$ cat config.mk
export PLATFORM = sky130hd
export DESIGN_NAME = mps_sequencer
export DESIGN_NICKNAME = d
export VERILOG_FILES = /design/src/design/mps_pkg.sv /design/src/design/mps_sequencer.sv /design/src/design/mps_channel.sv /design/src/design/mps_average.sv
export SDC_FILE = /design/constraint.sdc
export NUM_CORES = 1
export LEC_CHECK = 0
export BUFFER_PORTS_ARGS = -buffer_cell sky130_fd_sc_hd__buf_2
export CAP_MARGIN = 20
export CORE_UTILIZATION = 45
export CTS_CLUSTER_DIAMETER = 30
export DETAILED_ROUTE_END_ITERATION = 12
export HOLD_SLACK_MARGIN = 0.08
export SETUP_SLACK_MARGIN = 0.2
export SYNTH_ARGS = -nofsm -noshare
export SYNTH_HDL_FRONTEND = slang
export SYNTH_SLANG_ARGS = --single-unit
$ cat constraint.sdc
create_clock -name clk -period 12.4 [get_ports clk]
set_input_delay 3.72 -clock clk [delete_from_list [all_inputs] [get_ports clk]]
set_output_delay 3.72 -clock clk [all_outputs]
set_load 0.02 [all_outputs]
$ cat src/design/mps_pkg.sv
// Constants, widths and state codes for the multiphase pwm sequencer.
// Assumes a 50 MHz clock and digitised comparator and sense inputs.
// Summary of operation
// - Three channels run unless two-phase is strapped.
// - Cycle starts when first phase output falls.
// - Three-phase falls are spaced one third cycle.
// - Third pin tied high selects two half-spaced channels.
// - Each fallen output stays low one third cycle.
// - After off-time, corrected level crossing ramp raises output.
// - Output stays high until its next fall event.
// - Sample window opens one sixth after fall.
// - Sample window stays open one sixth period.
// - Capture at window close, hold one period.
// - Held samples feed balance, load line, overcurrent.
// - Sensing per channel; third idle in two-phase.
// - Average of active held samples each cycle.
// - Filtered sample-minus-average error trims pulse width.

package mps_pkg;

	// ----------------------------------------
	// Timing
	// ----------------------------------------
	localparam int CLK_PERIOD_NS = 20;
	localparam int SW_PERIOD_NS  = 7680;
	localparam int PERIOD_CYC    = SW_PERIOD_NS / CLK_PERIOD_NS;
	localparam int SLOTS         = 6;
	localparam int SLOT_CYC      = PERIOD_CYC / SLOTS;
	localparam int MAX_ON        = PERIOD_CYC - 2 * SLOT_CYC;

	// ----------------------------------------
	// Widths
	// ----------------------------------------
	localparam int AGE_W  = 9;
	localparam int CNT_W  = 6;
	localparam int SLOT_W = 3;
	localparam int LVL_W  = 9;
	localparam int SEN_W  = 10;
	localparam int SUM_W  = 12;
	localparam int COR_W  = 10;
	localparam int NCH    = 3;

	// ----------------------------------------
	// Slot positions
	// ----------------------------------------
	localparam logic [CNT_W-1:0]  CNT_LAST      = CNT_W'(SLOT_CYC - 1);
	localparam logic [CNT_W-1:0]  CNT_ZERO      = 6'h00;
	localparam logic [SLOT_W-1:0] SLOT_LAST     = SLOT_W'(SLOTS - 1);
	localparam logic [SLOT_W-1:0] SLOT_ZERO     = 3'h0;
	localparam logic [SLOT_W-1:0] OFS_FIRST     = 3'h0;
	localparam logic [SLOT_W-1:0] OFS3_SECOND   = 3'h2;
	localparam logic [SLOT_W-1:0] OFS3_THIRD    = 3'h4;
	localparam logic [SLOT_W-1:0] OFS2_SECOND   = 3'h3;
	localparam logic [SLOT_W-1:0] REL_FALL      = 3'h0;
	localparam logic [SLOT_W-1:0] REL_WIN_OPEN  = 3'h1;
	localparam logic [SLOT_W-1:0] REL_WIN_CLOSE = 3'h2;
	localparam logic [SLOT_W-1:0] REL_OFF_END   = 3'h2;

	// ----------------------------------------
	// Arithmetic
	// ----------------------------------------
	localparam logic [SUM_W-1:0] DIV3_MUL   = 12'haab;
	localparam int               DIV3_SHIFT = 13;
	localparam int               FILT_SHIFT = 3;
	localparam int               COR_MAX    = 127;

	// ----------------------------------------
	// Start-up sequence
	// ----------------------------------------
	typedef enum logic [1:0] {
		MPS_IDLE  = 2'h0,
		MPS_STRAP = 2'h1,
		MPS_RUN   = 2'h3
	} mps_state_e;

endpackage : mps_pkg

$ cat src/design/mps_sequencer.sv
// Top of the multiphase pwm sequencer: strap, slot timebase, channels, protection.
// Assumes all inputs synchronous to clk; comparator and sense values digitised.
`timescale 1ns/1ns
`default_nettype none

module mps_sequencer (
	// Clock, reset and enable
	input  wire logic                        clk,
	input  wire logic                        srst,
	input  wire logic                        ce,
	// Strap sensed on the third phase pin
	input  wire logic                        third_tied,
	// Error amplifier level in ramp cycles
	input  wire logic [mps_pkg::LVL_W-1:0]   error_amp_level,
	// Digitised sense inputs
	input  wire logic [mps_pkg::SEN_W-1:0]   current_sense_input_first,
	input  wire logic [mps_pkg::SEN_W-1:0]   current_sense_input_second,
	input  wire logic [mps_pkg::SEN_W-1:0]   current_sense_input_third,
	// Overcurrent limit per channel
	input  wire logic [mps_pkg::SEN_W-1:0]   oc_limit,
	// Phase outputs to the drivers
	output logic                             phase_out_first,
	output logic                             phase_out_second,
	output logic                             phase_out_third,
	// Sample windows
	output logic                             window_first,
	output logic                             window_second,
	output logic                             window_third,
	// Held samples
	output logic [mps_pkg::SEN_W-1:0]        held_first,
	output logic [mps_pkg::SEN_W-1:0]        held_second,
	output logic [mps_pkg::SEN_W-1:0]        held_third,
	// Cycle results
	output logic [mps_pkg::SEN_W-1:0]        cycle_average_current,
	output logic [mps_pkg::SUM_W-1:0]        load_line_sum,
	output logic                             overcurrent,
	output logic                             two_phase_mode,
	output logic                             cycle_start
);

	// ----------------------------------------
	// Declarations
	// ----------------------------------------
	mps_pkg::mps_state_e                 state;
	mps_pkg::mps_state_e                 next_state;
	logic                                two_phase;
	logic                                run;
	logic [mps_pkg::CNT_W-1:0]           slot_cnt;
	logic [mps_pkg::SLOT_W-1:0]          slot_idx;
	logic                                slot_edge;
	logic [mps_pkg::SLOT_W-1:0]          ofs [mps_pkg::NCH];
	logic [mps_pkg::SLOT_W-1:0]          rel [mps_pkg::NCH];
	logic [mps_pkg::AGE_W-1:0]           age [mps_pkg::NCH];
	logic [mps_pkg::NCH-1:0]             active;
	logic [mps_pkg::NCH-1:0]             fall;
	logic [mps_pkg::NCH-1:0]             off_end;
	logic [mps_pkg::NCH-1:0]             win_open;
	logic [mps_pkg::NCH-1:0]             win_close;
	logic [mps_pkg::NCH-1:0]             ph;
	logic [mps_pkg::NCH-1:0]             win;
	logic [mps_pkg::SEN_W-1:0]           sense [mps_pkg::NCH];
	logic [mps_pkg::SEN_W-1:0]           held [mps_pkg::NCH];
	logic [mps_pkg::SEN_W-1:0]           avg;
	logic                                avg_stb;
	logic [mps_pkg::SUM_W-1:0]           sum;
	logic                                next_oc;

	// Slot distance from a channel's fall slot, modulo six.
	function automatic logic [mps_pkg::SLOT_W-1:0] rel_slot(
		input logic [mps_pkg::SLOT_W-1:0] idx,
		input logic [mps_pkg::SLOT_W-1:0] off
	);
		logic [mps_pkg::SLOT_W:0] d;
		d = {1'b0, idx} + (mps_pkg::SLOT_W+1)'(mps_pkg::SLOTS) - {1'b0, off};
		if (d >= (mps_pkg::SLOT_W+1)'(mps_pkg::SLOTS)) begin
			d = d - (mps_pkg::SLOT_W+1)'(mps_pkg::SLOTS);
		end
		return d[mps_pkg::SLOT_W-1:0];
	endfunction : rel_slot

	// ----------------------------------------
	// Start-up and strap
	// ----------------------------------------

	// Reset, then one cycle to catch the strap, then run.
	always_comb begin
		next_state = state;
		unique case (state)
			mps_pkg::MPS_IDLE:  next_state = mps_pkg::MPS_STRAP;
			mps_pkg::MPS_STRAP: next_state = mps_pkg::MPS_RUN;
			mps_pkg::MPS_RUN:   next_state = mps_pkg::MPS_RUN;
			default:            next_state = mps_pkg::MPS_IDLE;
		endcase
	end

	// State register.
	always_ff @(posedge clk) begin
		if (srst) begin
			state <= mps_pkg::MPS_IDLE;
		end else if (ce) begin
			state <= next_state;
		end
	end

	// The strap is sampled once after release and then held.
	always_ff @(posedge clk) begin
		if (srst) begin
			two_phase <= 1'b0;
		end else if (ce && state == mps_pkg::MPS_STRAP) begin
			two_phase <= third_tied;
		end
	end

	assign run = (state == mps_pkg::MPS_RUN);

	// ----------------------------------------
	// Slot timebase
	// ----------------------------------------

	// Six equal slots make one switching period.
	always_ff @(posedge clk) begin
		if (srst) begin
			slot_cnt <= mps_pkg::CNT_ZERO;
			slot_idx <= mps_pkg::SLOT_ZERO;
		end else if (ce && run) begin
			if (slot_cnt == mps_pkg::CNT_LAST) begin
				slot_cnt <= mps_pkg::CNT_ZERO;
				if (slot_idx == mps_pkg::SLOT_LAST) begin
					slot_idx <= mps_pkg::SLOT_ZERO;
				end else begin
					slot_idx <= slot_idx + 3'h1;
				end
			end else begin
				slot_cnt <= slot_cnt + 6'h01;
			end
		end
	end

	assign slot_edge = run && (slot_cnt == mps_pkg::CNT_ZERO);

	// Fall slot of each channel for the selected channel count.
	always_comb begin
		ofs[0] = mps_pkg::OFS_FIRST;
		if (two_phase) begin
			ofs[1] = mps_pkg::OFS2_SECOND;
		end else begin
			ofs[1] = mps_pkg::OFS3_SECOND;
		end
		ofs[2] = mps_pkg::OFS3_THIRD;
	end

	// ----------------------------------------
	// Channels
	// ----------------------------------------
	assign sense[0] = current_sense_input_first;
	assign sense[1] = current_sense_input_second;
	assign sense[2] = current_sense_input_third;

	for (genvar ch = 0; ch < mps_pkg::NCH; ch++) begin : g_ch
		// Per-channel events decoded from the slot distance.
		always_comb begin
			rel[ch]       = rel_slot(slot_idx, ofs[ch]);
			age[ch]       = mps_pkg::AGE_W'(rel[ch] * mps_pkg::SLOT_CYC) + {3'h0, slot_cnt};
			active[ch]    = run && (ch < mps_pkg::NCH - 1 || !two_phase);
			fall[ch]      = slot_edge && rel[ch] == mps_pkg::REL_FALL;
			off_end[ch]   = slot_edge && rel[ch] == mps_pkg::REL_OFF_END;
			win_open[ch]  = slot_edge && rel[ch] == mps_pkg::REL_WIN_OPEN;
			win_close[ch] = slot_edge && rel[ch] == mps_pkg::REL_WIN_CLOSE;
		end

		mps_channel u_ch (
			.clk       (clk),
			.srst      (srst),
			.ce        (ce),
			.active    (active[ch]),
			.fall      (fall[ch]),
			.off_end   (off_end[ch]),
			.win_open  (win_open[ch]),
			.win_close (win_close[ch]),
			.age       (age[ch]),
			.level     (error_amp_level),
			.sense     (sense[ch]),
			.avg       (avg),
			.avg_stb   (avg_stb),
			.phase_out (ph[ch]),
			.window    (win[ch]),
			.held      (held[ch]),
			.corr      ()
		);
	end

	// ----------------------------------------
	// Cycle average
	// ----------------------------------------
	mps_average u_avg (
		.clk       (clk),
		.srst      (srst),
		.ce        (ce),
		.start     (cycle_start),
		.two_phase (two_phase),
		.held_a    (held[0]),
		.held_b    (held[1]),
		.held_c    (held[2]),
		.avg       (avg),
		.avg_stb   (avg_stb),
		.sum_out   (sum)
	);

	// ----------------------------------------
	// Protection and cycle flags
	// ----------------------------------------

	// Any active held sample above the limit flags overcurrent.
	always_comb begin
		next_oc = 1'b0;
		for (int i = 0; i < mps_pkg::NCH; i++) begin
			if (active[i] && held[i] > oc_limit) begin
				next_oc = 1'b1;
			end
		end
	end

	// Registered flags: cycle start follows the first channel's fall.
	always_ff @(posedge clk) begin
		if (srst) begin
			overcurrent    <= 1'b0;
			cycle_start    <= 1'b0;
			two_phase_mode <= 1'b0;
		end else if (ce) begin
			overcurrent    <= next_oc;
			cycle_start    <= fall[0];
			two_phase_mode <= two_phase;
		end
	end

	// Submodule outputs are flip-flops and pass straight out.
	assign phase_out_first       = ph[0];
	assign phase_out_second      = ph[1];
	assign phase_out_third       = ph[2];
	assign window_first          = win[0];
	assign window_second         = win[1];
	assign window_third          = win[2];
	assign held_first            = held[0];
	assign held_second           = held[1];
	assign held_third            = held[2];
	assign cycle_average_current = avg;
	assign load_line_sum         = sum;

endmodule : mps_sequencer

`default_nettype wire

$ cat src/design/mps_channel.sv
// One phase channel: output latch, off-time, sample and hold, balance filter.
// Assumes timing pulses from the shared slot counter in the top module.
`timescale 1ns/1ns
`default_nettype none

module mps_channel (
	// Clock and control
	input  wire logic                            clk,
	input  wire logic                            srst,
	input  wire logic                            ce,
	input  wire logic                            active,
	// Timing events
	input  wire logic                            fall,
	input  wire logic                            off_end,
	input  wire logic                            win_open,
	input  wire logic                            win_close,
	input  wire logic [mps_pkg::AGE_W-1:0]       age,
	// Front end
	input  wire logic [mps_pkg::LVL_W-1:0]       level,
	input  wire logic [mps_pkg::SEN_W-1:0]       sense,
	// Cycle average
	input  wire logic [mps_pkg::SEN_W-1:0]       avg,
	input  wire logic                            avg_stb,
	// Results
	output logic                                 phase_out,
	output logic                                 window,
	output logic [mps_pkg::SEN_W-1:0]            held,
	output logic signed [mps_pkg::COR_W-1:0]     corr
);

	logic                                armed;
	logic signed [mps_pkg::COR_W+1:0]    demand;
	logic [mps_pkg::AGE_W:0]             dem_c;
	logic [mps_pkg::AGE_W:0]             thr;
	logic                                fire;
	logic signed [mps_pkg::SEN_W+1:0]    err;
	logic signed [mps_pkg::COR_W+1:0]    next_corr;

	// Demand is the error level less the balance trim, clamped to the on-time room.
	always_comb begin
		demand = $signed({3'h0, level}) - $signed({{2{corr[mps_pkg::COR_W-1]}}, corr});
		if (demand < 0) begin
			dem_c = '0;
		end else if (demand > (mps_pkg::COR_W+2)'(mps_pkg::MAX_ON)) begin
			dem_c = (mps_pkg::AGE_W+1)'(mps_pkg::MAX_ON);
		end else begin
			dem_c = demand[mps_pkg::AGE_W:0];
		end
		thr  = (mps_pkg::AGE_W+1)'(mps_pkg::PERIOD_CYC) - dem_c;
		fire = {1'b0, age} >= thr;
	end

	// Balance error against the average, filtered by a clamped integrator.
	always_comb begin
		err       = $signed({2'h0, held}) - $signed({2'h0, avg});
		next_corr = $signed({{2{corr[mps_pkg::COR_W-1]}}, corr}) + (err >>> mps_pkg::FILT_SHIFT);
		if (next_corr > (mps_pkg::COR_W+2)'(mps_pkg::COR_MAX)) begin
			next_corr = (mps_pkg::COR_W+2)'(mps_pkg::COR_MAX);
		end else if (next_corr < -(mps_pkg::COR_W+2)'(mps_pkg::COR_MAX)) begin
			next_corr = -(mps_pkg::COR_W+2)'(mps_pkg::COR_MAX);
		end
	end

	// Off-time arming: firing is blocked from each fall until the off-time ends.
	always_ff @(posedge clk) begin
		if (srst) begin
			armed <= 1'b0;
		end else if (ce) begin
			if (!active || fall) begin
				armed <= 1'b0;
			end else if (off_end) begin
				armed <= 1'b1;
			end
		end
	end

	// Phase output: low on the fall event, high on a crossing once armed.
	always_ff @(posedge clk) begin
		if (srst) begin
			phase_out <= 1'b0;
		end else if (ce) begin
			if (!active || fall) begin
				phase_out <= 1'b0;
			end else if (armed && fire) begin
				phase_out <= 1'b1;
			end
		end
	end

	// Sample window and captured value.
	always_ff @(posedge clk) begin
		if (srst) begin
			window <= 1'b0;
			held   <= '0;
		end else if (ce) begin
			if (!active || win_close) begin
				window <= 1'b0;
			end else if (win_open) begin
				window <= 1'b1;
			end
			if (active && win_close) begin
				held <= sense;
			end
		end
	end

	// Balance trim updates once per cycle with the new average.
	always_ff @(posedge clk) begin
		if (srst) begin
			corr <= '0;
		end else if (ce) begin
			if (!active) begin
				corr <= '0;
			end else if (avg_stb) begin
				corr <= next_corr[mps_pkg::COR_W-1:0];
			end
		end
	end

endmodule : mps_channel

`default_nettype wire

$ cat src/design/mps_average.sv
// Cycle sum and average of the held channel samples.
// Assumes start pulses once per switching cycle.
`timescale 1ns/1ns
`default_nettype none

module mps_average (
	// Clock and control
	input  wire logic                        clk,
	input  wire logic                        srst,
	input  wire logic                        ce,
	input  wire logic                        start,
	input  wire logic                        two_phase,
	// Held samples
	input  wire logic [mps_pkg::SEN_W-1:0]   held_a,
	input  wire logic [mps_pkg::SEN_W-1:0]   held_b,
	input  wire logic [mps_pkg::SEN_W-1:0]   held_c,
	// Results
	output logic [mps_pkg::SEN_W-1:0]        avg,
	output logic                             avg_stb,
	output logic [mps_pkg::SUM_W-1:0]        sum_out
);

	logic [mps_pkg::SUM_W-1:0]   sum;
	logic [2*mps_pkg::SUM_W-1:0] prod;

	// The third sample drops out of the sum in two-phase mode.
	always_comb begin
		sum = {2'h0, held_a} + {2'h0, held_b};
		if (!two_phase) begin
			sum = sum + {2'h0, held_c};
		end
		prod = sum * {12'h000, mps_pkg::DIV3_MUL}; // Exact divide by three over the sum range.
	end

	// Average, strobe and load-line sum register once per cycle.
	always_ff @(posedge clk) begin
		if (srst) begin
			avg     <= '0;
			avg_stb <= 1'b0;
			sum_out <= '0;
		end else if (ce) begin
			avg_stb <= start;
			if (start) begin
				sum_out <= sum;
				if (two_phase) begin
					avg <= sum[mps_pkg::SEN_W:1];
				end else begin
					avg <= prod[mps_pkg::DIV3_SHIFT +: mps_pkg::SEN_W];
				end
			end
		end
	end

endmodule : mps_average

`default_nettype wire

==> results of run 1 <==
-- cells by family (layout without fill, tap and decap cells) --
kind of cell    count (synthesis)  count (layout)  synth area share [%]
flops                         107             107                 16.60
xor+xnor                      102             102                 6.922
fa+ha+maj                     295             295                 31.27
simple gates                  487             487                 17.75
mux                            18              18                 1.425
buf+inv                       210             315                 6.146
compound gates                398             398                 19.88
-- worst max-delay path, delay by kind of cell (launching register included) --
kind	cells	cell delay (ns)
adder cells (fa/ha/maj)	9	3.47
AO/OA/AOI/OAI	11	2.11
AND/OR/NAND/NOR	3	0.60
XOR/XNOR	3	0.50
multiplexers	1	0.37
flip-flops	1	0.36
buffers and inverters	5	0.29
-- metrics by stage --
stage / hold slack [ns] / utilization, % / area [um2] / std cells
floorplan: 0.4371 / - / 12910 / 1617
global placement: 0.4456 / 49.61 / 13900 / 2084
detailed placement: 0.4509 / 49.61 / 13900 / 2084
CTS: 0.4634 / 50.66 / 14190 / 2100
global route: 0.5023 / 50.66 / 14190 / 2100
finish: 0.4605 / 50.66 / 14190 / 2100
-- final timing paths --
kind | from | end | slack, ns | cells past startpoint
max reg2reg | g_ch[0].u_ch.held[0] | u_avg.avg[7] | 4.53 | 32
min reg2reg | u_avg.sum_out[9] | u_avg.sum_out[9] | 0.46 | 2
max | g_ch[0].u_ch.held[0] | u_avg.avg[7] | 4.53 | 32
min | u_avg.sum_out[9] | u_avg.sum_out[9] | 0.46 | 2
-- flip-flops by register name, summed over array words and instances (netlist names) --
signal	flops
state	2
overcurrent	1
two_phase	1
g_ch.u_ch.held	30
slot_cnt	6
u_avg.avg_stb	1
two_phase_mode	1
g_ch.u_ch.armed	3
g_ch.u_ch.window	3
u_avg.sum_out	12
u_avg.avg	10
cycle_start	1
g_ch.u_ch.corr	30
slot_idx	3
g_ch.u_ch.phase_out	3
-- where the power goes --
part | switching [mW] | leakage (nW) | internal [mW]
Sequential | 0.000968 | 0.862 | 0.344
Combinational | 0.104 | 5.89 | 0.0729
Clock | 0.157 | 0.142 | 0.143
Total | 0.262 | 6.89 | 0.560
-- cell type report --
type,count,area [um2]
clock buffer,9,225.2
clock inverter,7,67.56
fill,2852,13820
inverter,177,664.4
multi-input combinational,1300,9982
sequential,107,2142
tap,378,473.0
timing repair buffer,122,635.6
-- Yosys cell counts (15+ instances only) --
library cell	count	area, um2
sky130_fd_sc_hd__inv_1	176	660.6
sky130_fd_sc_hd__nand2b_1	16	100.1
sky130_fd_sc_hd__a21o_1	32	240.2
sky130_fd_sc_hd__o21ai_0	72	360.4
sky130_fd_sc_hd__a31oi_1	16	100.1
sky130_fd_sc_hd__fa_1	46	920.9
sky130_fd_sc_hd__mux2i_1	15	150.1
sky130_fd_sc_hd__nand2_1	163	611.8
sky130_fd_sc_hd__clkbuf_1	27	101.4
sky130_fd_sc_hd__o211ai_1	17	127.6
sky130_fd_sc_hd__xnor2_1	56	490.5
sky130_fd_sc_hd__ha_1	249	3115
sky130_fd_sc_hd__nor3_1	51	255.2
sky130_fd_sc_hd__nor2_1	123	461.7
sky130_fd_sc_hd__dfxtp_1	107	2142
sky130_fd_sc_hd__nand3_1	31	155.2
sky130_fd_sc_hd__xor2_1	46	402.9
sky130_fd_sc_hd__o21a_1	24	180.2
sky130_fd_sc_hd__nor2b_1	19	118.9
sky130_fd_sc_hd__a21oi_1	131	655.6
-- routing by layer --
metal  part of all wire [%]  wire (um)  vias to the layer above  GRT usage (%)
li1                       -          -                     5901              -
met1                     47      16830                     5397          33.00
met2                     47      16560                      272          42.82
met3                    3.9       1402                       39          2.531
met4                    2.1        752                        0          6.949
met5                      0          0                        -              0
==> results.md, run 1 <==
* Total Routing Usage GR at between 20% and 30%
* Synth async-reset ratio at 0%
* Full die area at ~29000 um2
* Synthesized flop and latch total at around 110
* Total Negative Setup Slacks at 0 ns
* Power density over the cells at 57.93 nW/um2
* Worst-margin pin slew at 1.065 ns
* Average size of a mapped cell at around 8 um2
* Placeable core region at 28010 um2
* Area growth, synth to finish at 9.947%
* Final critical-path required period at about 7.9 ns
* Vias at roughly 12k
* Violation count after the first detailed-routing iteration at between 600 and 700
* Worst slack at placement at 4.355 ns
* Most common cell after layout, fill and taps aside: sky130_fd_sc_hd__ha_1
* Effective utilization at floorplan at between 40% and 50%
* Die Y-Extent at ~170 um
* Run status: completed
* Sinks on Clock Net at about 110
* Sequential element share of the synthesized area at between 10% and 20%
* Headroom to the max-slew limit at between 20% and 30%
* Number of global-route vias before repair at between 10k and 15k
* Synth Warn # at 0
* Number of routed nets with antenna violations at 0
* Final number of setup-violating endpoints at 0
* Setup CP Type: flip-flop to flip-flop
* Critical Path End Type: flip-flop
* Share of post-route cells with drive strength above 1 at between 10 and 15%
* Pin count of the biggest net entering global routing at 94
* Worst hold path type: flip-flop to flip-flop
* Number of placement rows at slightly above 60
* Mapped Area at about 13000 um2
* Global-route wire length before repair at about 57 mm
* Number of synthesized flops with an enable pin at 0
* Arrival time of data at the critical path endpoint at roughly 8 ns
* Crit path max-delay cell type: sky130_fd_sc_hd__fa_1
* Final layout net count at roughly 2.1k
* Level count of the clock H-tree at 3
* Maximum Capacitance Violations at 0
* Data required time at the worst endpoint at ~13 ns
* Post-detailed-placement half-perimeter wirelength at around 29 mm
* Max-slew violation total from the final report at 0
* Commonest register cell after synthesis: sky130_fd_sc_hd__dfxtp_1
* Post-Route WL at between 30 and 40 mm
* Antenna violations before repair at 0
* Final clock skew at roughly 0.014 ns
* Setup repair after global routing missed its margin: false
* GRT Residual Overflow at 0
* Buffer levels on the longest clock path at 2
* Maximum achievable frequency at between 0.1 and 0.15 GHz
* Critical Path Source Type: flip-flop
* Die boundary width at roughly 170 um
* Total clock buffers created by CTS at 9
* Top Ports at between 100 and 150
* Final critical-path share of the clock period at approximately 63%
* Post-cts gate resize count at 0
* Worst stage delay on the critical path at around 0.54 ns
* Routability congestion estimate from global placement at 0.8969
* Post-Synthesis Net Count at 1965
* Pre-antenna DRT Iters at 5
* Number of buffer cells added on primary ports at roughly 110
* Remaining routing DRC violations at 0
* Hold Buf Count CTS at 0
* Routed wire length per instance at 16.92 um
* Clock slew at reported path FFs at about 0.080 ns
* Worst path setup slack after routing at about 4.5 ns
* Via density per instance at between 5 and 6
* Antenna diodes at 0
* Number of distinct library cells after synthesis at slightly above 80
* CTS Root Cell: sky130_fd_sc_hd__clkbuf_16
* Clock tree from TritonCTS: built
* Setup Buffers After CTS at 0
* Critical path fanouts, max at 6
* Static Leak at roughly 6.9 nW
* Highest-count cells in the layout ignoring fill and taps: sky130_fd_sc_hd__ha_1, sky130_fd_sc_hd__inv_1, sky130_fd_sc_hd__nand2_1, sky130_fd_sc_hd__a21oi_1, sky130_fd_sc_hd__nor2_1
* Worst supply voltage drop on vdd at between 0.00004 and 0.00005 V
* Final number of hold-violating endpoints at 0
* Synth Instances at around 1.6k
* Pwr Total at ~0.82 mW
* Clock latency on the worst-skew pair at approximately 0.37 ns
Note: power is estimated with default switching activity, not from simulation.
==> run 2: changes to the inputs <==
Settings changed: ABC_AREA set to 1, PLACE_DENSITY set to 0.65.
Clock period 12.4 ns to 7.2 ns, I/O delays scaled along.
==> results.md, run 2 <==
* Antenna diodes at 0 (unchanged)
* Crit path max-delay cell type: sky130_fd_sc_hd__fa_2 (was sky130_fd_sc_hd__fa_1)
* Top cells by area in the synthesized netlist: sky130_fd_sc_hd__ha_1, sky130_fd_sc_hd__dfxtp_1, sky130_fd_sc_hd__nand2_1 (was sky130_fd_sc_hd__ha_1, sky130_fd_sc_hd__dfxtp_1, sky130_fd_sc_hd__fa_1)
* Vias at 14.00k (was 11.61k)
* Worst stage delay on the critical path at 0.57 ns (was 0.54 ns)
* Placeable core region at 31560 um2 (was 28010 um2)
* Final critical-path share of the clock period at 93.15% (was 63.43%)
* Number of synthesized flops with an enable pin at 0 (unchanged)
* Buffer levels on the longest clock path at 2 (unchanged)
* Synth async-reset ratio at 0% (unchanged)
* CTS Root Cell: sky130_fd_sc_hd__clkbuf_16 (unchanged)
* Routed wire length per instance at 15.00 um (was 16.92 um)
* Top-count cell post-synth: sky130_fd_sc_hd__nand2_1 (was sky130_fd_sc_hd__ha_1)
* Data required time at the worst endpoint at 7.43 ns (was 12.60 ns)
* Maximum Capacitance Violations at 0 (unchanged)
* Synth Warn # at 0 (unchanged)
* Post-detailed-placement cell area at 15480 um2 (was 13900 um2)
* Total clock buffers created by CTS at 9 (unchanged)
* Synth top area share at 21.59% (was 24.14%)
* Sinks on Clock Net at 107 (unchanged)
* Most common cell after layout, fill and taps aside: sky130_fd_sc_hd__nand2_1 (was sky130_fd_sc_hd__ha_1)
* Post-detailed-placement half-perimeter wirelength at 33.78 mm (was 29.04 mm)
* Full die area at 32790 um2 (was 29360 um2)
* Pwr Total at 1.510 mW (was 0.8220 mW)
* Area growth, synth to finish at 10.82% (was 9.947%)
* Share of post-route cells with drive strength above 1 at 10.98% (was 10.28%)
* Synth Instances at 2178 (was 1617)
* Post-Route WL at 40.47 mm (was 35.54 mm)
* Post-Synthesis Net Count at 2526 (was 1965)
* Hold Buf Count CTS at 0 (unchanged)
* Effective utilization at floorplan at 45.73% (was 46.08%)
* Sequential element share of the synthesized area at 14.84% (was 16.60%)
* Power density over the cells at 94.43 nW/um2 (was 57.93 nW/um2)
* Number of routed nets with antenna violations at 0 (unchanged)
* Static Leak at 8.872 nW (was 6.892 nW)
* Clock slew at reported path FFs at 0.08 ns (about the same)
* Number of buffer cells added on primary ports at 113 (unchanged)
* Final number of setup-violating endpoints at 0 (unchanged)
* Die Y-Extent at 181.1 um (was 171.4 um)
* Antenna violations before repair at 1 (was 0)
* Max-slew violation total from the final report at 0 (unchanged)
* Headroom to the max-slew limit at 35.67% (was 28.98%)
* Final critical-path required period at 6.707 ns (was 7.866 ns)
* Routability congestion estimate from global placement at 0.9336 (was 0.8969)
* Largest area contributor in the synthesized netlist: sky130_fd_sc_hd__ha_1 (unchanged)
* Total Routing Usage GR at 24.99% (was 24.93%)
* Pre-antenna DRT Iters at 5 (unchanged)
* Highest-count cells in the layout ignoring fill and taps: sky130_fd_sc_hd__nand2_1, sky130_fd_sc_hd__inv_1, sky130_fd_sc_hd__ha_1, sky130_fd_sc_hd__a21oi_1, sky130_fd_sc_hd__nor2_1 (was sky130_fd_sc_hd__ha_1, sky130_fd_sc_hd__inv_1, sky130_fd_sc_hd__nand2_1, sky130_fd_sc_hd__a21oi_1, sky130_fd_sc_hd__nor2_1)
* Pin count of the biggest net entering global routing at 65 (was 94)
* Violation count after the first detailed-routing iteration at 769 (was 686)
* Maximum achievable frequency at 0.1491 GHz (was 0.1271 GHz)
* Clock tree from TritonCTS: built (unchanged)
* Number of placement rows at 65 (was 61)
* Top Ports at 114 (unchanged)
* Post-synth top cells: sky130_fd_sc_hd__nand2_1, sky130_fd_sc_hd__inv_1, sky130_fd_sc_hd__ha_1, sky130_fd_sc_hd__a21oi_1, sky130_fd_sc_hd__nor2_1 (was sky130_fd_sc_hd__ha_1, sky130_fd_sc_hd__inv_1, sky130_fd_sc_hd__nand2_1, sky130_fd_sc_hd__a21oi_1, sky130_fd_sc_hd__nor2_1)
* Via density per instance at 5.191 (was 5.528)
* Register area at 2167 um2 (was 2142 um2)
* Worst supply voltage drop on vdd at 0.0001196 V (was 0.00004870 V)
* Mapped Area at 14430 um2 (was 12910 um2)
* Layout filler cell count at 3193 (was 2852)
* Commonest register cell after synthesis: sky130_fd_sc_hd__dfxtp_1 (unchanged)
* Average size of a mapped cell at 6.625 um2 (was 7.982 um2)
* Setup CP Type: flip-flop to flip-flop (unchanged)
* Area of the multi-input gates at 10680 um2 (was 9982 um2)
* Critical path fanouts, max at 5 (was 6)
* Run status: completed (unchanged)
* Remaining routing DRC violations at 0 (unchanged)
* Worst-margin pin slew at 0.9639 ns (was 1.065 ns)
* Level count of the clock H-tree at 3 (unchanged)
* Clock latency on the worst-skew pair at 0.38 ns (was 0.37 ns)
* Final layout net count at 2639 (was 2065)
* Setup repair after global routing missed its margin: true (was false)
* Arrival time of data at the critical path endpoint at 6.93 ns (was 8.07 ns)
* Global-route wire length before repair at 65.69 mm (was 56.84 mm)
* Registers with the most flip-flops: g_ch.u_ch.corr (30), g_ch.u_ch.held (30), u_avg.sum_out (12) (unchanged)
* Final clock skew at 0.007718 ns (was 0.01427 ns)
* Number of distinct library cells after synthesis at 56 (was 81)
* Number of global-route vias before repair at 13.29k (was 10.98k)
* Critical Path End Type: flip-flop (unchanged)
* GRT Residual Overflow at 0 (unchanged)
* Critical Path Source Type: flip-flop (unchanged)
* Total Negative Setup Slacks at 0 ns (unchanged)
* Die boundary width at 181.1 um (was 171.4 um)
* Final number of hold-violating endpoints at 0 (unchanged)
* Cell area after layout at 15990 um2 (was 14190 um2)
* Worst hold path type: flip-flop to flip-flop (unchanged)
* Most prevalent standard cell on the critical path: sky130_fd_sc_hd__nand2_1
* Synthesized flop and latch total at 107 (unchanged)
[run 2: changes by cell type after synthesis, moves of 32 or more]
cell                      before  now
sky130_fd_sc_hd__xnor2_1      56   21
sky130_fd_sc_hd__nand2_1     163  506
sky130_fd_sc_hd__nor3_1       51   19
sky130_fd_sc_hd__a21oi_1     131  169
sky130_fd_sc_hd__inv_1       176  428
sky130_fd_sc_hd__nand4_1      12   44
sky130_fd_sc_hd__nand3_1      31  123
[run 2: layer usage]
metal  vias up  global-route usage (%)  wire, um
li1       7290                       -         -
met1      6296                   31.52     18290
met2       355                   43.51     18910
met4         0                   6.746       937
met5         -                       0         0
met3        60                   4.535      2326
[run 2: path summary, 6_finish.rpt]
kind	cells past startpoint	startpoint	to	slack (ns)
max	34	g_ch[0].u_ch.held[0]	u_avg.avg[7]	0.49
max reg2reg	34	g_ch[0].u_ch.held[0]	u_avg.avg[7]	0.49
min reg2reg	2	g_ch[1].u_ch.armed	g_ch[1].u_ch.armed	0.44
min	2	g_ch[1].u_ch.armed	g_ch[1].u_ch.armed	0.44
[run 2: logic make-up (layout without fill, tap and decap cells)]
group           count (synthesis)  after routing  synth area share [%]
simple gates                  915            915                 28.29
buf+inv                       468            585                 12.26
compound gates                344            344                 13.55
fa+ha+maj                     295            295                 27.97
flops                         107            107                 14.84
xor+xnor                       49             49                 3.078
[run 2: stage by stage]
stage / hold slack (ns) / utilization (%) / cells / setup WS, ns
after floorplan: 0.4225 / - / 2178 / 0.8197
after global placement: 0.4318 / 49.07 / 2679 / 0.3748
after detailed placement: 0.4361 / 49.07 / 2679 / 0.2538
after CTS: 0.4472 / 50.03 / 2694 / 0.2250
after global routing: 0.4774 / 50.68 / 2697 / 0.1167
final: 0.4433 / 50.68 / 2697 / 0.4931
[run 2: final cells by class]
cell class                 count  share of cell area (%)
sequential                   107                   13.55
tap                          402                   3.145
clock buffer                  10                   1.494
multi-input combinational   1603                   66.76
inverter                     442                   10.41
timing repair buffer         128                   4.241
clock inverter                 5                  0.3912
[run 2: critical path: cells and delay by family, from the launching register on]
kind / cells / cell delay (ns)
and+or+nand+nor: 12 / 1.05
DFF: 1 / 0.35
buffers and inverters: 8 / 0.68
AOI/OAI and AO/OA: 5 / 0.53
adders and majority gates: 9 / 3.93
[run 2: power breakdown]
| part | internal (mW) | switching (mW) |
|---|---|---|
| Sequential | 0.591 | 0.00270 |
| Clock | 0.280 | 0.255 |
| Combinational | 0.138 | 0.243 |
| Total | 1.01 | 0.501 |
[run 2: timing repair]
action,in CTS,in global routing
endpoints found under the setup margin,0,10
setup buffers,0,3
gates resized for setup,0,48
==> run 3: changes to the inputs <==
Settings changed: CELL_PAD_IN_SITES_DETAIL_PLACEMENT set to 2, CELL_PAD_IN_SITES_GLOBAL_PLACEMENT set to 2, CORE_UTILIZATION 45 to 31, PLACE_DENSITY 0.65 to unset, PLACE_DENSITY_LB_ADDON set to 0.1.
==> results.md, run 3 (synthesis gave the netlist of run 2 again) <==
* Die Y-Extent at 217.8 um (was 181.1 um)
* Max-slew violation total from the final report at 0 (unchanged)
* Post-detailed-placement half-perimeter wirelength at 47.35 mm (was 33.78 mm)
* Remaining routing DRC violations at 0 (unchanged)
* Number of placement rows at 78 (was 65)
* Area growth, synth to finish at 14.78% (was 10.82%)
* Buffer levels on the longest clock path at 2 (unchanged)
* Pin count of the biggest net entering global routing at 65 (unchanged)
* CTS Root Cell: sky130_fd_sc_hd__clkbuf_16 (unchanged)
* Final critical-path share of the clock period at 92.79% (was 93.15%)
* Routed wire length per instance at 18.92 um (was 15.00 um)
* Run status: completed (unchanged)
* Total Routing Usage GR at 23.67% (was 24.99%)
* Cell internal power dissipation at 0.9764 mW (was 1.009 mW)
* Final critical-path required period at 6.681 ns (was 6.707 ns)
* Maximum achievable frequency at 0.1497 GHz (was 0.1491 GHz)
* Most common cell after layout, fill and taps aside: sky130_fd_sc_hd__nand2_1 (unchanged)
* GRT Residual Overflow at 0 (unchanged)
* Hold Buf Count CTS at 0 (unchanged)
* Critical Path Source Type: flip-flop (unchanged)
* Number of routed nets with antenna violations at 0 (unchanged)
* Final number of hold-violating endpoints at 0 (unchanged)
* Data required time at the worst endpoint at 7.45 ns (was 7.43 ns)
* Worst stage delay on the critical path at 0.54 ns (was 0.57 ns)
* Fraction of the core area covered by cells at the end of the flow at 36.26% (was 50.68%)
* Share of power burned in the clock network at 34.6% (was 35.4%)
* Worst hold path type: flip-flop to flip-flop (unchanged)
* Routability congestion estimate from global placement at 0.8465 (was 0.9336)
* Power density over the cells at 92.65 nW/um2 (was 94.43 nW/um2)
* Registers with the most flip-flops: g_ch.u_ch.corr (30), g_ch.u_ch.held (30), u_avg.sum_out (12) (unchanged)
* Clock tree from TritonCTS: built (unchanged)
* Number of global-route vias before repair at 16.45k (was 13.29k)
* Critical Path End Type: flip-flop (unchanged)
* Final clock skew at 0.01644 ns (was 0.007718 ns)
* Critical path fanouts, max at 6 (was 5)
* Share of total power consumed by net switching at 36.37% (was 33.18%)
* Setup CP Type: flip-flop to flip-flop (unchanged)
* Worst-margin pin slew at 0.9079 ns (was 0.9639 ns)
* Static Leak at 9.012 nW (was 8.872 nW)
* Total Negative Setup Slacks at 0 ns (unchanged)
* Highest-count cells in the layout ignoring fill and taps: sky130_fd_sc_hd__nand2_1, sky130_fd_sc_hd__inv_1, sky130_fd_sc_hd__ha_1, sky130_fd_sc_hd__a21oi_1, sky130_fd_sc_hd__nor2_1 (unchanged)
* Top Ports at 114 (unchanged)
* Effective utilization at floorplan at 31.59% (was 45.73%)
* Arrival time of data at the critical path endpoint at 6.93 ns (about the same)
* Pwr Total at 1.535 mW (was 1.510 mW)
* Clock latency on the worst-skew pair at 0.40 ns (was 0.38 ns)
* Sinks on Clock Net at 107 (unchanged)
* Combinational cell fraction of total power at 26.6% (was 25.2%)
* Post-Route WL at 55.30 mm (was 40.47 mm)
* Level count of the clock H-tree at 3 (unchanged)
* Headroom to the max-slew limit at 39.33% (was 35.67%)
* Vias at 14.75k (was 14.00k)
* Maximum Capacitance Violations at 0 (unchanged)
* Total clock buffers created by CTS at 9 (unchanged)
* Final number of setup-violating endpoints at 0 (unchanged)
* Die boundary width at 217.8 um (was 181.1 um)
* Global-route wire length before repair at 87.24 mm (was 65.69 mm)
* Worst supply voltage drop on vdd at 0.0001271 V (was 0.0001196 V)
* Antenna diodes at 0 (unchanged)
* Most prevalent standard cell on the critical path: sky130_fd_sc_hd__nand2_1 (unchanged)
* Setup repair after global routing missed its margin: false (was true)
* Via density per instance at 5.047 (was 5.191)
* Pre-antenna DRT Iters at 4 (was 5)
* Antenna violations before repair at 1 (unchanged)
* Full die area at 47420 um2 (was 32790 um2)
* Violation count after the first detailed-routing iteration at 373 (was 769)
* Reported net switching power at 0.5581 mW (was 0.5010 mW)
* Placeable core region at 45670 um2 (was 31560 um2)
* Final layout net count at 2666 (was 2639)
* Share of post-route cells with drive strength above 1 at 12.91% (was 10.98%)
* Clock slew at reported path FFs at 0.09 ns (was 0.08 ns)
* Crit path max-delay cell type: sky130_fd_sc_hd__fa_1 (was sky130_fd_sc_hd__fa_2)
* Number of buffer cells added on primary ports at 113 (unchanged)
* Part of the power in registers at 38.8% (was 39.3%)
-- run 3: cell types whose count changed in the layout (fill, tap and decap cells not counted), sizes merged --
cell / before / now
buf: 128 / 155
bufinv: 1 / 0
clkbuf: 10 / 9
clkinv: 7 / 10
clkinvlp: 2 / 1
inv: 437 / 438
-- run 3: per-layer routing --
| metal | global-route usage (%) | vias to the layer above | part of all wire (%) | wire length, um |
|---|---|---|---|---|
| met2 | 44.90 | 151 | 52 | 28650 |
| met5 | 0 | - | 0 | 0 |
| met1 | 27.42 | 7216 | 44 | 24280 |
| met3 | 3.013 | 52 | 2.0 | 1131 |
| li1 | - | 7333 | - | - |
| met4 | 6.620 | 0 | 2.2 | 1236 |
-- run 3: timing repair --
item,CTS,global route
gates resized for setup,5,69
pin swaps,1,20
buffers inserted,0,9
setup endpoints to repair,7,10
-- run 3: area by class of cell --
type	instances	area (um2)
sequential	107	2153
timing repair buffer	155	880.8
fill	5608	29110
tap	600	750.7
clock buffer	9	225.2
clock inverter	7	58.81
inverter	442	1670
multi-input combinational	1603	10820
-- run 3: final timing paths --
kind	from	end	slack, ns	cells past startpoint
max	g_ch[1].u_ch.held[2]	u_avg.avg[7]	0.52	39
min	g_ch[1].u_ch.armed	g_ch[1].u_ch.armed	0.45	2
max reg2reg	g_ch[1].u_ch.held[2]	u_avg.avg[7]	0.52	39
min reg2reg	g_ch[1].u_ch.armed	g_ch[1].u_ch.armed	0.45	2
-- run 3: per-stage QoR --
| stage | instance area (um2) | hold WS [ns] | instances | worst slack, ns |
|---|---|---|---|---|
| after global routing | 16560 | 0.4783 | 2923 | 0.1074 |
| final | 16560 | 0.4527 | 2923 | 0.5190 |
| after CTS | 16190 | 0.4563 | 2914 | 0.2024 |
| after floorplan | 14430 | 0.4225 | 2178 | 0.8197 |
| after global placement | 15890 | 0.4328 | 2898 | 0.3065 |
| after detailed placement | 15890 | 0.4428 | 2898 | 0.06774 |
-- run 3: power groups by stage --
| stage | clock [mW] | sequential, mW | combinational, mW |
|---|---|---|---|
| floorplan | 0 | 0.610 | 0.280 |
| global placement | 0 | 0.609 | 0.390 |
| detailed placement | 0 | 0.609 | 0.409 |
| CTS | 0.553 | 0.596 | 0.412 |
| global route | 0.565 | 0.595 | 0.465 |
| finish | 0.531 | 0.595 | 0.408 |
-- run 3: critical path, delay by kind of cell, from the launching register on --
kind	cells	cell delay, ns
and+or+nand+nor	19	2.06
AOI/OAI and AO/OA	9	1.08
DFF	1	0.37
adders and majority gates	7	2.81
buffers and inverters	4	0.21
